--- src/hw/pwm_cfg_pkg.sv ---
// Constants and types shared by the eight-channel modulator block.
// Assumes a 32-bit AXI4-Lite register bus and one system clock.
package pwm_cfg_pkg;

  localparam int unsigned num_channels = 8;
  localparam int unsigned reg_width = 8;

  // ----------------------------------------------------------------
  // Register byte offsets
  // ----------------------------------------------------------------
  localparam logic [7:0] off_channel_enable = 8'h00;
  localparam logic [7:0] off_output_polarity = 8'h04;
  localparam logic [7:0] off_clock_source_select = 8'h08;
  localparam logic [7:0] off_prescale_select = 8'h0C;
  localparam logic [7:0] off_center_align_enable = 8'h10;
  localparam logic [7:0] off_modulator_control = 8'h14;
  localparam logic [7:0] off_scale_a_divider = 8'h18;
  localparam logic [7:0] off_clock_pair_select = 8'h1C;
  localparam logic [7:0] off_scale_b_divider = 8'h20;
  localparam logic [7:0] off_period_base = 8'h40;
  localparam logic [7:0] off_duty_base = 8'h60;
  localparam logic [7:0] off_counter_base = 8'h80;

  // ----------------------------------------------------------------
  // Field layouts and reset values
  // ----------------------------------------------------------------
  localparam logic [7:0] prescale_mask = 8'h77;
  localparam logic [7:0] control_mask = 8'hFC;
  localparam int unsigned prescale_a_lsb = 0;
  localparam int unsigned prescale_b_lsb = 4;
  localparam logic [7:0] reset_zero = 8'h00;
  localparam logic [7:0] reset_period = 8'hFF;
  localparam logic [7:0] reset_duty = 8'hFF;

  // Channels whose pair bit 0 picks the A family.
  localparam logic [7:0] a_family_at_zero = 8'h33;

  // ----------------------------------------------------------------
  // Bus answers
  // ----------------------------------------------------------------
  localparam logic [1:0] resp_okay = 2'h0;
  localparam logic [1:0] resp_slverr = 2'h2;

  typedef enum logic [2:0] {
    st_idle = 3'b001,
    st_hold = 3'b010,
    st_resp = 3'b100
  } wr_state_t;

  typedef struct packed {
    logic [7:0] enable;
    logic [7:0] polarity;
    logic [7:0] clk_select;
    logic [7:0] pair_select;
    logic [7:0] prescale;
    logic [7:0] scale_a;
    logic [7:0] scale_b;
  } pwm_config_t;

endpackage

--- src/hw/pwm_clock_polarity_config.sv ---
// Eight-channel pulse-width modulator with clock selection and polarity.
// Assumes an AXI4-Lite master on the same clock and synchronous reset.
//
// Operation
// RULE1 - Eight output pins, one per channel.
// RULE2 - Reserved bits read zero, ignore writes.
// RULE3 - Registers decoded at base plus offset.
// RULE4 - Polarity sets starting level, duty match flips.
// RULE5 - Polarity writable anytime; glitch tolerated.
// RULE6 - Absent channel bits ignore writes, read zero.
// RULE7 - Each channel picks one of four clocks.
// RULE8 - Channels 0,1,4,5: pair 0 picks A.
// RULE9 - Channels 2,3,6,7: pair 0 picks B.
// RULE10 - Clock select writable anytime; glitch tolerated.
// RULE11 - Pair picks family, select picks scaled member.
// RULE12 - Scaled A is A divided by twice scale.
// RULE13 - Scale zero means 256, divide by 512.
// RULE14 - Writing scale A reloads scale counter.
// RULE15 - Eight-bit counter, period and duty per channel.
// RULE16 - Enable at once, waveform from next clock.
// RULE17 - Three-bit prescalers derive clocks A and B.
//
// The register addresses and register access over AXI4-Lite were chosen for this implementation.
`timescale 1ns/100ps
`default_nettype none

module pwm_clock_polarity_config
  import pwm_cfg_pkg::*;
#(
  parameter logic [7:0] present_channels = 8'hFF,
  parameter int unsigned addr_width = 8
) (
  // Clock and reset
  input wire logic clock,
  input wire logic rst,
  // AXI4-Lite write address and data
  input wire logic [addr_width-1:0] awaddr,
  input wire logic awvalid,
  output logic awready,
  input wire logic [31:0] wdata,
  input wire logic [3:0] wstrb,
  input wire logic wvalid,
  output logic wready,
  // AXI4-Lite write response
  output logic [1:0] bresp,
  output logic bvalid,
  input wire logic bready,
  // AXI4-Lite read
  input wire logic [addr_width-1:0] araddr,
  input wire logic arvalid,
  output logic arready,
  output logic [31:0] rdata,
  output logic [1:0] rresp,
  output logic rvalid,
  input wire logic rready,
  // Waveform outputs
  output logic [num_channels-1:0] pwm_out
);

  // ----------------------------------------------------------------
  // Register storage
  // ----------------------------------------------------------------
  pwm_config_t cfg;
  logic [7:0] center_align;
  logic [7:0] control;
  logic [7:0] period [num_channels];
  logic [7:0] duty [num_channels];
  logic [7:0] counter [num_channels];

  // ----------------------------------------------------------------
  // Write channel: address and data taken in either order
  // ----------------------------------------------------------------
  wr_state_t wr_state;
  logic have_aw;
  logic have_w;
  logic [addr_width-1:0] aw_hold;
  logic [31:0] w_hold;
  logic [3:0] s_hold;

  assign awready = (wr_state != st_resp) && !have_aw;
  assign wready = (wr_state != st_resp) && !have_w;

  wire aw_take = awvalid && awready;
  wire w_take = wvalid && wready;
  wire aw_now = have_aw || aw_take;
  wire w_now = have_w || w_take;
  wire do_write = (wr_state != st_resp) && aw_now && w_now;
  wire [addr_width-1:0] wr_addr = have_aw ? aw_hold : awaddr;
  wire [31:0] wr_data = have_w ? w_hold : wdata;
  wire wr_lane0 = have_w ? s_hold[0] : wstrb[0];
  wire [7:0] wbyte = wr_data[7:0];

  function automatic logic mapped(input logic [addr_width-1:0] a);
    logic [7:0] o;
    o = 8'(a);
    mapped = (o[1:0] == 2'h0) &&
      ((o <= off_scale_b_divider) ||
       ((o >= off_period_base) && (o < off_counter_base + 8'h20)));
  endfunction

  // Decoded byte offset; upper address bits above the block are ignored.
  wire [7:0] wo = 8'(wr_addr);
  wire wr_ok = mapped(wr_addr);
  wire wr_hit = do_write && wr_ok && wr_lane0; // RULE3

  always_ff @(posedge clock) begin
    if (rst) begin
      wr_state <= st_idle;
      have_aw <= 1'b0;
      have_w <= 1'b0;
      aw_hold <= '0;
      w_hold <= '0;
      s_hold <= '0;
      bvalid <= 1'b0;
      bresp <= resp_okay;
    end else begin
      if (aw_take) aw_hold <= awaddr;
      if (w_take) begin
        w_hold <= wdata;
        s_hold <= wstrb;
      end
      if (do_write) begin
        have_aw <= 1'b0;
        have_w <= 1'b0;
        bvalid <= 1'b1;
        bresp <= wr_ok ? resp_okay : resp_slverr;
        wr_state <= st_resp;
      end else begin
        if (aw_take) have_aw <= 1'b1;
        if (w_take) have_w <= 1'b1;
        if (aw_take || w_take) wr_state <= st_hold;
        if (bvalid && bready) begin
          bvalid <= 1'b0;
          wr_state <= st_idle;
        end
      end
    end
  end

  // ----------------------------------------------------------------
  // Register updates
  // ----------------------------------------------------------------
  wire [7:0] wchan = wbyte & present_channels; // RULE6

  always_ff @(posedge clock) begin
    if (rst) begin
      cfg <= '0;
      center_align <= reset_zero;
      control <= reset_zero;
    end else if (wr_hit) begin
      unique case (wo)
        off_channel_enable: cfg.enable <= wchan;
        off_output_polarity: cfg.polarity <= wchan; // RULE5
        off_clock_source_select: cfg.clk_select <= wchan; // RULE10
        off_clock_pair_select: cfg.pair_select <= wchan;
        off_prescale_select: cfg.prescale <= wbyte & prescale_mask; // RULE2
        off_center_align_enable: center_align <= wchan;
        off_modulator_control: control <= wbyte & control_mask; // RULE2
        off_scale_a_divider: cfg.scale_a <= wbyte;
        off_scale_b_divider: cfg.scale_b <= wbyte;
        default: ;
      endcase
    end
  end

  // ----------------------------------------------------------------
  // Clock A and B prescalers from the bus clock
  // ----------------------------------------------------------------
  logic [7:0] pre_count;
  logic [7:0] pre_prev;
  always_ff @(posedge clock) begin
    if (rst) begin
      pre_count <= reset_zero;
      pre_prev <= reset_zero;
    end else begin
      pre_count <= pre_count + 8'h01;
      pre_prev <= pre_count;
    end
  end

  // A tick marks each rising edge of the divided clock.
  function automatic logic pre_tick(input logic [2:0] sel,
                                    input logic [7:0] now,
                                    input logic [7:0] prev);
    pre_tick = (sel == 3'h0) ? 1'b1 : (now[sel-1] && !prev[sel-1]);
  endfunction

  wire [2:0] prescale_a_field = cfg.prescale[prescale_a_lsb +: 3];
  wire [2:0] prescale_b_field = cfg.prescale[prescale_b_lsb +: 3];
  wire tick_a = pre_tick(prescale_a_field, pre_count, pre_prev); // RULE17
  wire tick_b = pre_tick(prescale_b_field, pre_count, pre_prev); // RULE17

  // ----------------------------------------------------------------
  // Scaled clocks: toggle every scale count, so the divide is twice it
  // ----------------------------------------------------------------
  logic [7:0] scale_a_cnt;
  logic [7:0] scale_b_cnt;
  logic half_a;
  logic half_b;
  wire reload_a = wr_hit && (wo == off_scale_a_divider);
  wire reload_b = wr_hit && (wo == off_scale_b_divider);
  wire wrap_a = tick_a && (scale_a_cnt == 8'h01);
  wire wrap_b = tick_b && (scale_b_cnt == 8'h01);
  wire scaled_clock_a = wrap_a && !half_a;
  wire scaled_clock_b = wrap_b && !half_b;

  always_ff @(posedge clock) begin
    if (rst) begin
      scale_a_cnt <= reset_zero;
      scale_b_cnt <= reset_zero;
      half_a <= 1'b0;
      half_b <= 1'b0;
    end else begin
      if (reload_a) begin
        scale_a_cnt <= wbyte; // RULE14
      end else if (wrap_a) begin
        scale_a_cnt <= cfg.scale_a; // RULE12
        half_a <= !half_a;
      end else if (tick_a) begin
        scale_a_cnt <= scale_a_cnt - 8'h01; // RULE13
      end
      if (reload_b) begin
        scale_b_cnt <= wbyte;
      end else if (wrap_b) begin
        scale_b_cnt <= cfg.scale_b;
        half_b <= !half_b;
      end else if (tick_b) begin
        scale_b_cnt <= scale_b_cnt - 8'h01;
      end
    end
  end

  // ----------------------------------------------------------------
  // Per-channel clock choice and timers
  // ----------------------------------------------------------------
  // Pair bit picks the family with per-channel sense; select picks scaled.
  wire [7:0] use_a = cfg.pair_select ^ a_family_at_zero; // RULE8 RULE9
  logic [7:0] ch_tick;
  logic [7:0] run;

  always_comb begin
    for (int i = 0; i < num_channels; i++) begin
      unique case ({use_a[i], cfg.clk_select[i]}) // RULE7 RULE11
        2'b10: ch_tick[i] = tick_a;
        2'b11: ch_tick[i] = scaled_clock_a;
        2'b00: ch_tick[i] = tick_b;
        2'b01: ch_tick[i] = scaled_clock_b;
      endcase
    end
  end

  always_ff @(posedge clock) begin
    if (rst) begin
      run <= reset_zero;
      pwm_out <= reset_zero;
      for (int i = 0; i < num_channels; i++) begin
        period[i] <= reset_period;
        duty[i] <= reset_duty;
        counter[i] <= reset_zero;
      end
    end else begin
      for (int i = 0; i < num_channels; i++) begin
        if (wr_hit && wo == off_period_base + 8'(4 * i) &&
            present_channels[i]) period[i] <= wbyte;
        if (wr_hit && wo == off_duty_base + 8'(4 * i) &&
            present_channels[i]) duty[i] <= wbyte;
        if (!cfg.enable[i]) begin
          run[i] <= 1'b0;
          counter[i] <= reset_zero;
          pwm_out[i] <= cfg.polarity[i]; // RULE1
        end else if (ch_tick[i]) begin
          run[i] <= 1'b1; // RULE16
          if (!run[i] || counter[i] >= period[i] - 8'h01) begin
            counter[i] <= reset_zero; // RULE15
            pwm_out[i] <= (duty[i] == 8'h00) ^ cfg.polarity[i]; // RULE4
          end else begin
            counter[i] <= counter[i] + 8'h01;
            if (counter[i] + 8'h01 == duty[i])
              pwm_out[i] <= !cfg.polarity[i]; // RULE4
          end
        end
      end
    end
  end

  // ----------------------------------------------------------------
  // Read channel
  // ----------------------------------------------------------------
  wire [7:0] ro = 8'(araddr);
  wire [2:0] rd_ch = ro[4:2];
  logic [7:0] rd_byte;

  always_comb begin
    rd_byte = reset_zero;
    unique case (ro)
      off_channel_enable: rd_byte = cfg.enable;
      off_output_polarity: rd_byte = cfg.polarity;
      off_clock_source_select: rd_byte = cfg.clk_select;
      off_clock_pair_select: rd_byte = cfg.pair_select;
      off_prescale_select: rd_byte = cfg.prescale;
      off_center_align_enable: rd_byte = center_align;
      off_modulator_control: rd_byte = control;
      off_scale_a_divider: rd_byte = cfg.scale_a;
      off_scale_b_divider: rd_byte = cfg.scale_b;
      default: begin
        if (ro >= off_counter_base) rd_byte = counter[rd_ch];
        else if (ro >= off_duty_base) rd_byte = duty[rd_ch];
        else if (ro >= off_period_base) rd_byte = period[rd_ch];
      end
    endcase
  end

  assign arready = !rvalid;

  always_ff @(posedge clock) begin
    if (rst) begin
      rvalid <= 1'b0;
      rdata <= '0;
      rresp <= resp_okay;
    end else if (arvalid && arready) begin
      rvalid <= 1'b1;
      rdata <= {24'h000000, mapped(araddr) ? rd_byte : 8'h00}; // RULE2
      rresp <= mapped(araddr) ? resp_okay : resp_slverr;
    end else if (rready) begin
      rvalid <= 1'b0;
    end
  end

endmodule

`default_nettype wire

--- config.mk ---
export PLATFORM = sky130hd
export DESIGN_NAME = pwm_clock_polarity_config
export DESIGN_NICKNAME = d
export VERILOG_FILES = /design/src/hw/pwm_cfg_pkg.sv /design/src/hw/pwm_clock_polarity_config.sv
export SDC_FILE = /design/constraint.sdc
export NUM_CORES = 1
export LEC_CHECK = 0
export BUFFER_PORTS_ARGS = -buffer_cell sky130_fd_sc_hd__buf_4
export CORE_MARGIN = 5
export CORE_UTILIZATION = 69
export CTS_BUF_LIST = sky130_fd_sc_hd__clkbuf_4 sky130_fd_sc_hd__clkbuf_8
export CTS_CLUSTER_DIAMETER = 80
export DETAILED_ROUTE_END_ITERATION = 16
export GPL_TIMING_DRIVEN = 0
export PLACE_DENSITY = 0.95
export SLEW_MARGIN = 30
export SYNTH_ARGS = -nofsm -noshare
export SYNTH_HDL_FRONTEND = slang
export SYNTH_SLANG_ARGS = --single-unit
--- constraint.sdc ---
create_clock -name clock -period 9.03 [get_ports clock]
set_input_delay 1.806 -clock clock [delete_from_list [all_inputs] [get_ports clock]]
set_output_delay 1.806 -clock clock [all_outputs]
set_load 0.05 [all_outputs]
# ---- Word-level counts from Yosys, hierarchy flattened
# Memory sizes are Yosys's and may differ from the RTL's.
# Index checks and enable logic that the tools add are counted.
dict set report totals {
  regBits 154
  ramBits 192
  inputBits 59
  elab_cells 624
  memories 3
}
dict set report classes {
  n_addsub 21
  order_cmp 18
  eq_ne 83
  muxes 267
  bitwise 59
  n_reduce_logical 130
}
# memory words word_bits read_ports rd_ports_with_merged_regs wr line_no
set mem_list {}
lappend mem_list {counter 8 8 9 0 8 pwm_clock_polarity_config.sv:68} ;# logic [7:0] counter [num_channels];
lappend mem_list {duty 8 8 9 0 8 pwm_clock_polarity_config.sv:67} ;# logic [7:0] duty [num_channels];
lappend mem_list {period 8 8 9 0 8 pwm_clock_polarity_config.sv:66} ;# logic [7:0] period [num_channels];
# op n
set op_table {}
lappend op_table {{8-bit two-way mux} 52}
lappend op_table {{1-bit two-way mux} 197}
lappend op_table {{8-bit by 7-bit == test with 1-bit output, second input constant} 16}
lappend op_table {{8-bit logical NOT} 10}
lappend op_table {{8-bit by 1-bit subtractor with 8-bit output, second input constant} 10}
lappend op_table {{8-bit by 1-bit adder with 8-bit output, second input constant} 9}
lappend op_table {{8-bit case mux with 9 select lines} 1}
lappend op_table {{8-bit by 5-bit == test with 1-bit output, second input constant} 8}
lappend op_table {{8-bit == test} 8}
lappend op_table {{8-bit greater-or-equal comparator} 8}
lappend op_table {{32-bit by 4-bit less-than comparator with 1-bit output, second input constant} 2}
lappend op_table {{1-bit bitwise OR} 40}
lappend op_table {{1-bit logical AND} 38}
lappend op_table {{2-bit AND reduction} 19}
lappend op_table {{2-bit == test, second input constant} 16}
lappend op_table {{8-bit by 4-bit == test with 1-bit output, second input constant} 4}
lappend op_table {{1-bit case mux with 4 select lines} 8}
lappend op_table {{8-bit by 7-bit greater-or-equal comparator with 1-bit output, second input constant} 3}
lappend op_table {{3-bit by 1-bit != test with 1-bit output, second input constant} 8}
lappend op_table {{1-bit logical NOT} 23}
lappend op_table {{2-bit logical NOT} 10}
lappend op_table {{2-bit OR reduction} 9}
lappend op_table {{2-bit by 1-bit == test with 1-bit output, second input constant} 8}
lappend op_table {{8-bit by 1-bit == test with 1-bit output, second input constant} 2}
lappend op_table {{19 further kinds} 69}

# ---- Depth between registers and ports, before layout
# Gate-level depths: netlist of the first run.
dict set report logic_depth {
  word_depth 15
  depth_mapped 14
  ltp_nobuf 13
}

# ---- Least setup slack after synthesis of the first run
# No wires, ideal clock.
dict set report synth_path {
  path_type {in2reg}
  start {input awaddr[7]}
  end {memory duty[0][0], enable pin}
  setup_time_ps 384
  arrival_time_ps 3696
  t_required_ps 8646
  path_slack_ps 4950
  cell_stages 5
  path_buffers 1
  path_cell_list {o32ai_1 nor2_1 a211o_2 clkbuf_1 o21ai_0}
}
# item line_no
set synth_lines {}
lappend synth_lines {{start, declared} pwm_clock_polarity_config.sv:37} ;# input wire logic [addr_width-1:0] awaddr,
lappend synth_lines {{end, declared} pwm_clock_polarity_config.sv:67}

==> results.yml, run 1 <==
critical_path:
  critPathTopFamily: "compound AO/OA/AOI/OAI gates"
  r2r_start: "have_aw$_SDFFE_PP0P_"
  worstPathArrival_ps: 4610
  crit_path_end: "duty[4][6]$_SDFFCE_PN1P_"
  max_stage_delay_ps: 810
  cpMaxStageDelayCell: "o21ai_1"
  crit_fanout: 10
  cp.depth: 6
  crit_buf_inv: 2
  start_kind: "input port"
  crit_type: "input port to register"
  ff2ff_path_depth: 6
  path_cells: "buf_4, o32ai_1, nor2_1, a211o_2, clkbuf_1, o21ai_1"
  required_ps: 9260
  crit_start: "awaddr[7]"
  end_kind: "register"
  r2r_end: "duty[4][6]$_SDFFCE_PN1P_"
  r2r_slack_ps: 5510
global_route:
  grt_pass1_vias: 18300
  grt_pass1_wl_mm: 109
  grt_overflow: 0
  grt.total_usage_pct: 42.7
  grt_max_degree: 16
  antenna_found_initial: 3
die:
  dieArea_mm2: 0.0337
  core_area_mm2: 0.0297
  die_h_um: 184
  start_util_pct: 69.9
  rows: 63
  ios: 108
  die_w_um: 184
sta:
  slew_viol_final: 0
  hold_viol_final: 0
  post-route-min-period_ps: 4380
  finalSetupViolations: 0
  max_slew_margin_pct: 25.9
  whs_ps: 456
  fmax_mhz: 228
  tns_ps: 0
  finalClockSkew_ps: 37.1
  period_share_pct: 48.5
  rsz0062_at_grt: "false"
  worst_pin_slew_ps: 1080
synthesis:
  synthArstFlopShare_pct: 0
  synth_edf_count: 192
  yosys.area.top_type: "edfxtp_1"
  netlist_area_mm2: 0.0208
  synthFlopType: "edfxtp_1"
  yosys_warnings: 0
  synth_most_common_cell: "nor2_1"
  synth_cells: 2127
  synthTopCellsByArea: "edfxtp_1, dfxtp_1, ha_1"
  ys_seq_elements: 344
  yosys-top-cells-count: "nor2_1, nand2_1, edfxtp_1"
  synthDistinctLibCells: 94
  synth_top_area_share_pct: 27.7
  avgSynthCellArea_um2: 9.77
  yosysSeqAreaShare_pct: 42.4
status:
  outcome: "finished clean"
clock_tree:
  clock_path_buffers: 3
  clkLatencyLatePin_ps: 630
  clkTransAtPathRegs_ps: 60
  cts_resized: 0
  cts_buffers: 56
  cts_hold_buf: 0
  cts_tree: "done"
  cts.sinks: 344
  cts_setup_buffers: 0
  cts-root-buf: "clkbuf_8"
  cts-htree-levels: 2
placed_design:
  globalplace.congestion: 1.06
  portBuffers: 52
  hpwl_mm: 54.7
detailed_routing:
  drc: 0
  wl_mm: 73.1
  vias: 19000
  drt_iter0_drc: 2861
  wl_per_cell_um: 27.1
  via_per_inst: 7.05
  antenna_left: 0
  drtPass1Iterations: 10
run:
  maxCapViolations: 0
finish:
  area_delta_synth_final_pct: 10.7
  nFillCells: 1954
  drive_above_1_share_pct: 14.0
  finalNetCount: 2410
  layout.area.seq_mm2: 0.00881
  multiInputGateArea_mm2: 0.0112
power_and_ir_drop:
  power_density_mw_per_mm2: 168
  p_leak_nw: 8.21
  vdd_ir_drop_max_uv: 243
min_path:
  holdCritPathClass: "register to register"
## logic make-up after synthesis
group                      share of synthesized area [%]
AOI/OAI and AO/OA                                   14.1
xor gates and xnor gates                            7.10
adders and majority gates                           5.36
buffers and inverters                               4.46
DFF                                                 42.4
muxes                                               8.36
other                                             0.0180
and+or+nand+nor                                     18.2
## report_power, final
part / leakage, nW / internal, W / total [W] / switching (W)
sequential: 2.97 / 0.00171 / 0.00177 / 0.0000644
clock: 0.638 / 0.000845 / 0.00151 / 0.000665
combinational: 4.60 / 0.000210 / 0.000591 / 0.000381
## how the worst min path moves through the flow
stage                            startpoint                      end  cells past startpoint
floorplan           pre_count[0]$_SDFF_PP0_  pre_count[0]$_SDFF_PP0_                      1
global placement     s_hold[0]$_SDFFE_PP0P_   s_hold[0]$_SDFFE_PP0P_                      2
detailed placement   w_hold[1]$_SDFFE_PP0P_   w_hold[1]$_SDFFE_PP0P_                      2
CTS                  w_hold[1]$_SDFFE_PP0P_   w_hold[1]$_SDFFE_PP0P_                      2
global route         w_hold[1]$_SDFFE_PP0P_   w_hold[1]$_SDFFE_PP0P_                      2
finish               w_hold[1]$_SDFFE_PP0P_   w_hold[1]$_SDFFE_PP0P_                      2
## final cells by class
type                       instances  area share [%]
clock inverter                    26            1.26
buffer                           122            2.82
tap                              390            2.12
clock buffer                      74            4.05
multi-input combinational       1611            48.5
timing repair buffer              52            1.70
antenna                            2          0.0218
sequential                       344            38.3
inverter                          75            1.22
## routing by layer
metal | vias up | GRT usage, % | wire [µm]
met5 | - | 0 | 48
met2 | 1616 | 66.1 | 32200
met1 | 8938 | 53.7 | 24700
met4 | 6 | 25.3 | 5420
met3 | 415 | 11.9 | 10700
li1 | 8022 | - | -
## stage by stage
| step | area, µm² | utilization, % | setup slack [ps] | total power [W] | std cells |
|---|---|---|---|---|---|
| 4_1_cts | 23000 | 77.3 | 4490 | 0.00383 | 2694 |
| 5_1_grt | 23000 | 77.4 | 4610 | 0.00398 | 2694 |
| 2_1_floorplan | 20900 | - | 4950 | 0.00219 | 2152 |
| 3_5_place_dp | 21800 | 73.2 | 3860 | 0.00236 | 2594 |
| 3_3_place_gp | 21800 | 73.2 | 4000 | 0.00234 | 2594 |
| 6_report | 23000 | 77.4 | 4650 | 0.00387 | 2696 |
## layout by cell type (no fill, tap or decap), drive strengths merged, types with 12 or more instances in the layout
cell / netlist / final
mux4: 42 / 42
o21ai: 64 / 64
mux2i: 54 / 54
dfxtp: 152 / 152
nor2b: 28 / 28
xor2: 59 / 59
nor2: 255 / 255
buf: 64 / 116
nand2b: 38 / 38
a211oi: 65 / 65
mux2: 22 / 22
and3: 22 / 22
nand3: 68 / 68
clkinv: 1 / 19
a31oi: 12 / 12
nand2: 237 / 237
nor3: 41 / 41
or3: 16 / 16
edfxtp: 192 / 192
a22oi: 12 / 12
ha: 89 / 89
nand4: 18 / 18
a21o: 15 / 15
a21oi: 104 / 104
conb: 1 / 26
o221ai: 14 / 14
nor4: 22 / 22
inv: 74 / 75
o21a: 14 / 14
clkbuf: 58 / 132
xnor2: 94 / 94
o22ai: 14 / 14
## state kept, by name (all words and copies together), names as in the netlist, 8 cells and up
signal	flops
aw_hold	8
center_align	8
cfg	54
counter	64
duty	64
period	64
pre_count	8
pre_prev	8
pwm_out	8
rdata	8
run	8
scale_a_cnt	8
scale_b_cnt	8
w_hold	8
## worst reg2reg max path, delay by kind of cell (launching register included)
kind	cells	cell delay, ps
muxes	1	370
DFF	1	480
AOI/OAI and AO/OA	2	1380
and+or+nand+nor	1	210
buffers and inverters	2	700
(Power assumes the default switching activity.)
==> inputs of run 2 (changes only) <==
Settings changed: CORE_UTILIZATION 69 to 58, PLACE_DENSITY 0.95 to 0.87.
Clock period 9.03 ns to 4 ns, I/O delays scaled along.
==> run 2 against run 1 <==
Compared with the run above:
- critical path depth unchanged
- register-to-register slack got worse by 4900 ps
- wire length decreased by 3.9%
- count of clock-buffer cells in the layout up 13
- total power is 120% higher
- core utilization down 12 points
- setup slack worse by 4100 ps
- clock power increased by 120%
- sequential cell count unchanged
- sequential share of layout area decreased by 0.16 points
==> results.yml, run 2 (same netlist as run 1, synthesis figures left out) <==
detailed_routing:
  wl_mm: 70.3
  drc: 0
  via_per_inst: 6.63
  drt_iter0_drc: 2796
  vias: 18400
  drtPass1Iterations: 6
  antenna_left: 0
  wl_per_cell_um: 25.3
sta:
  worst_pin_slew_ps: 1140
  rsz0062_at_grt: "false"
  period_share_pct: 85.5
  max_slew_margin_pct: 24.2
  finalClockSkew_ps: 34.3
  slew_viol_final: 0
  post-route-min-period_ps: 3420
  finalSetupViolations: 0
  hold_viol_final: 0
  tns_ps: 0
  fmax_mhz: 292
global_route:
  use_met2_pct: 54.1
  use_met1_pct: 44.5
  met3_usage_pct: 8.80
  grt-busiest-layer: "met2"
  grt.total_usage_pct: 34.8
  grt_pass1_wl_mm: 104
  grt_pass1_vias: 17500
  antenna_found_initial: 0
  grt_max_degree: 17
  grt_overflow: 0
clock_tree:
  cts.sinks: 344
  cts_buffers: 57
  cts-root-buf: "clkbuf_8"
  cts_resized: 0
  cts_tree: "done"
  clock_path_buffers: 3
  clkLatencyLatePin_ps: 690
  cts-htree-levels: 2
  cts_hold_buf: 0
  clkTransAtPathRegs_ps: 60
  cts_setup_buffers: 0
critical_path:
  worstPathArrival_ps: 3720
  ff2ff_path_depth: 6
  r2r_start: "have_aw$_SDFFE_PP0P_"
  start_kind: "register"
  required_ps: 4290
  r2r_slack_ps: 580
  crit_type: "register to register"
  crit_start: "have_aw$_SDFFE_PP0P_"
  end_kind: "register"
  crit_fanout: 10
  r2r_end: "duty[4][6]$_SDFFCE_PN1P_"
status:
  outcome: "finished clean"
finish:
  finalNetCount: 2412
  area_delta_synth_final_pct: 11.1
  final_common_cell: "nor2_1"
  final_cell_count_no_fill: 2773
  reg_top3: "counter: 64 flops, duty: 64 flops, period: 64 flops"
  final_cell_mix: "nor2_1, nand2_1, edfxtp_1"
  drive_above_1_share_pct: 14.3
placed_design:
  portBuffers: 52
  globalplace.congestion: 1.10
  placed_cells: 2665
  hpwl_mm: 52.9
die:
  ios: 108
  core_area_mm2: 0.0355
  start_util_pct: 58.6
  dieArea_mm2: 0.0397
  die_h_um: 199
  die_w_um: 199
  rows: 69
min_path:
  holdCritPathClass: "input port to register"
  min_path_cells: 2
  min-delay-start: "rready"
  whs_endpoint: "rvalid$_SDFFE_PP0P_"
run:
  maxCapViolations: 0
power_and_ir_drop:
  power_density_mw_per_mm2: 374
  total_power_w: 0.00865
  p_leak_nw: 8.22
  vdd_ir_drop_max_uv: 421
-- run 2: cell count changes in the layout (fill, tap and decap cells not counted), sizes merged --
cell	change
clkbuf	+13
bufinv	-4
clkinv	-4
buf	+1
-- run 2: metrics by stage --
| step | util [%] | setup slack [ps] | hold WS, ps | cell area, µm² |
|---|---|---|---|---|
| 3_3_place_gp | 61.6 | 99.0 | 442 | 21800 |
| 2_1_floorplan | - | 926 | 433 | 20900 |
| 5_1_grt | 65.1 | 463 | 301 | 23100 |
| 3_5_place_dp | 61.6 | -8.35 | 456 | 21800 |
| 6_report | 65.1 | 578 | 316 | 23100 |
| 4_1_cts | 65.0 | 384 | 297 | 23100 |
-- run 2: cell type report --
class	instances	area [µm²]
antenna	2	5.00
buffer	122	646
clock buffer	87	1060
clock inverter	18	163
fill	2813	12400
inverter	75	282
multi-input combinational	1611	11200
sequential	344	8810
tap	461	577
timing repair buffer	53	402
-- run 2: worst max-delay path, stage by stage, from the launching register on --
cell	delay (ps)
dfxtp_1	470
buf_4	250
mux2i_2	400
nand3_1	210
a211o_2	550
clkbuf_1	440
o21ai_1	720
-- run 2: routing by layer --
metal | part of all wire (%) | wire [µm]
met1 | 36 | 25200
met2 | 44 | 31200
met3 | 13 | 9290
met4 | 6.5 | 4590
met5 | 0 | 0
-- run 2: worst max-delay path by stage --
stage,slack [ps],endpoint
floorplan,930,duty[0][0]$_SDFFCE_PN1P_
global placement,100,duty[4][4]$_SDFFCE_PN1P_
CTS,380,duty[4][6]$_SDFFCE_PN1P_
detailed placement,-8,duty[4][4]$_SDFFCE_PN1P_
finish,580,duty[4][6]$_SDFFCE_PN1P_
global route,460,duty[4][6]$_SDFFCE_PN1P_
-- run 2: power by group --
group | total, W | switching [W] | internal (W)
Sequential | 0.00399 | 0.000141 | 0.00385
Clock | 0.00334 | 0.00152 | 0.00183
Combinational | 0.00131 | 0.000833 | 0.000475
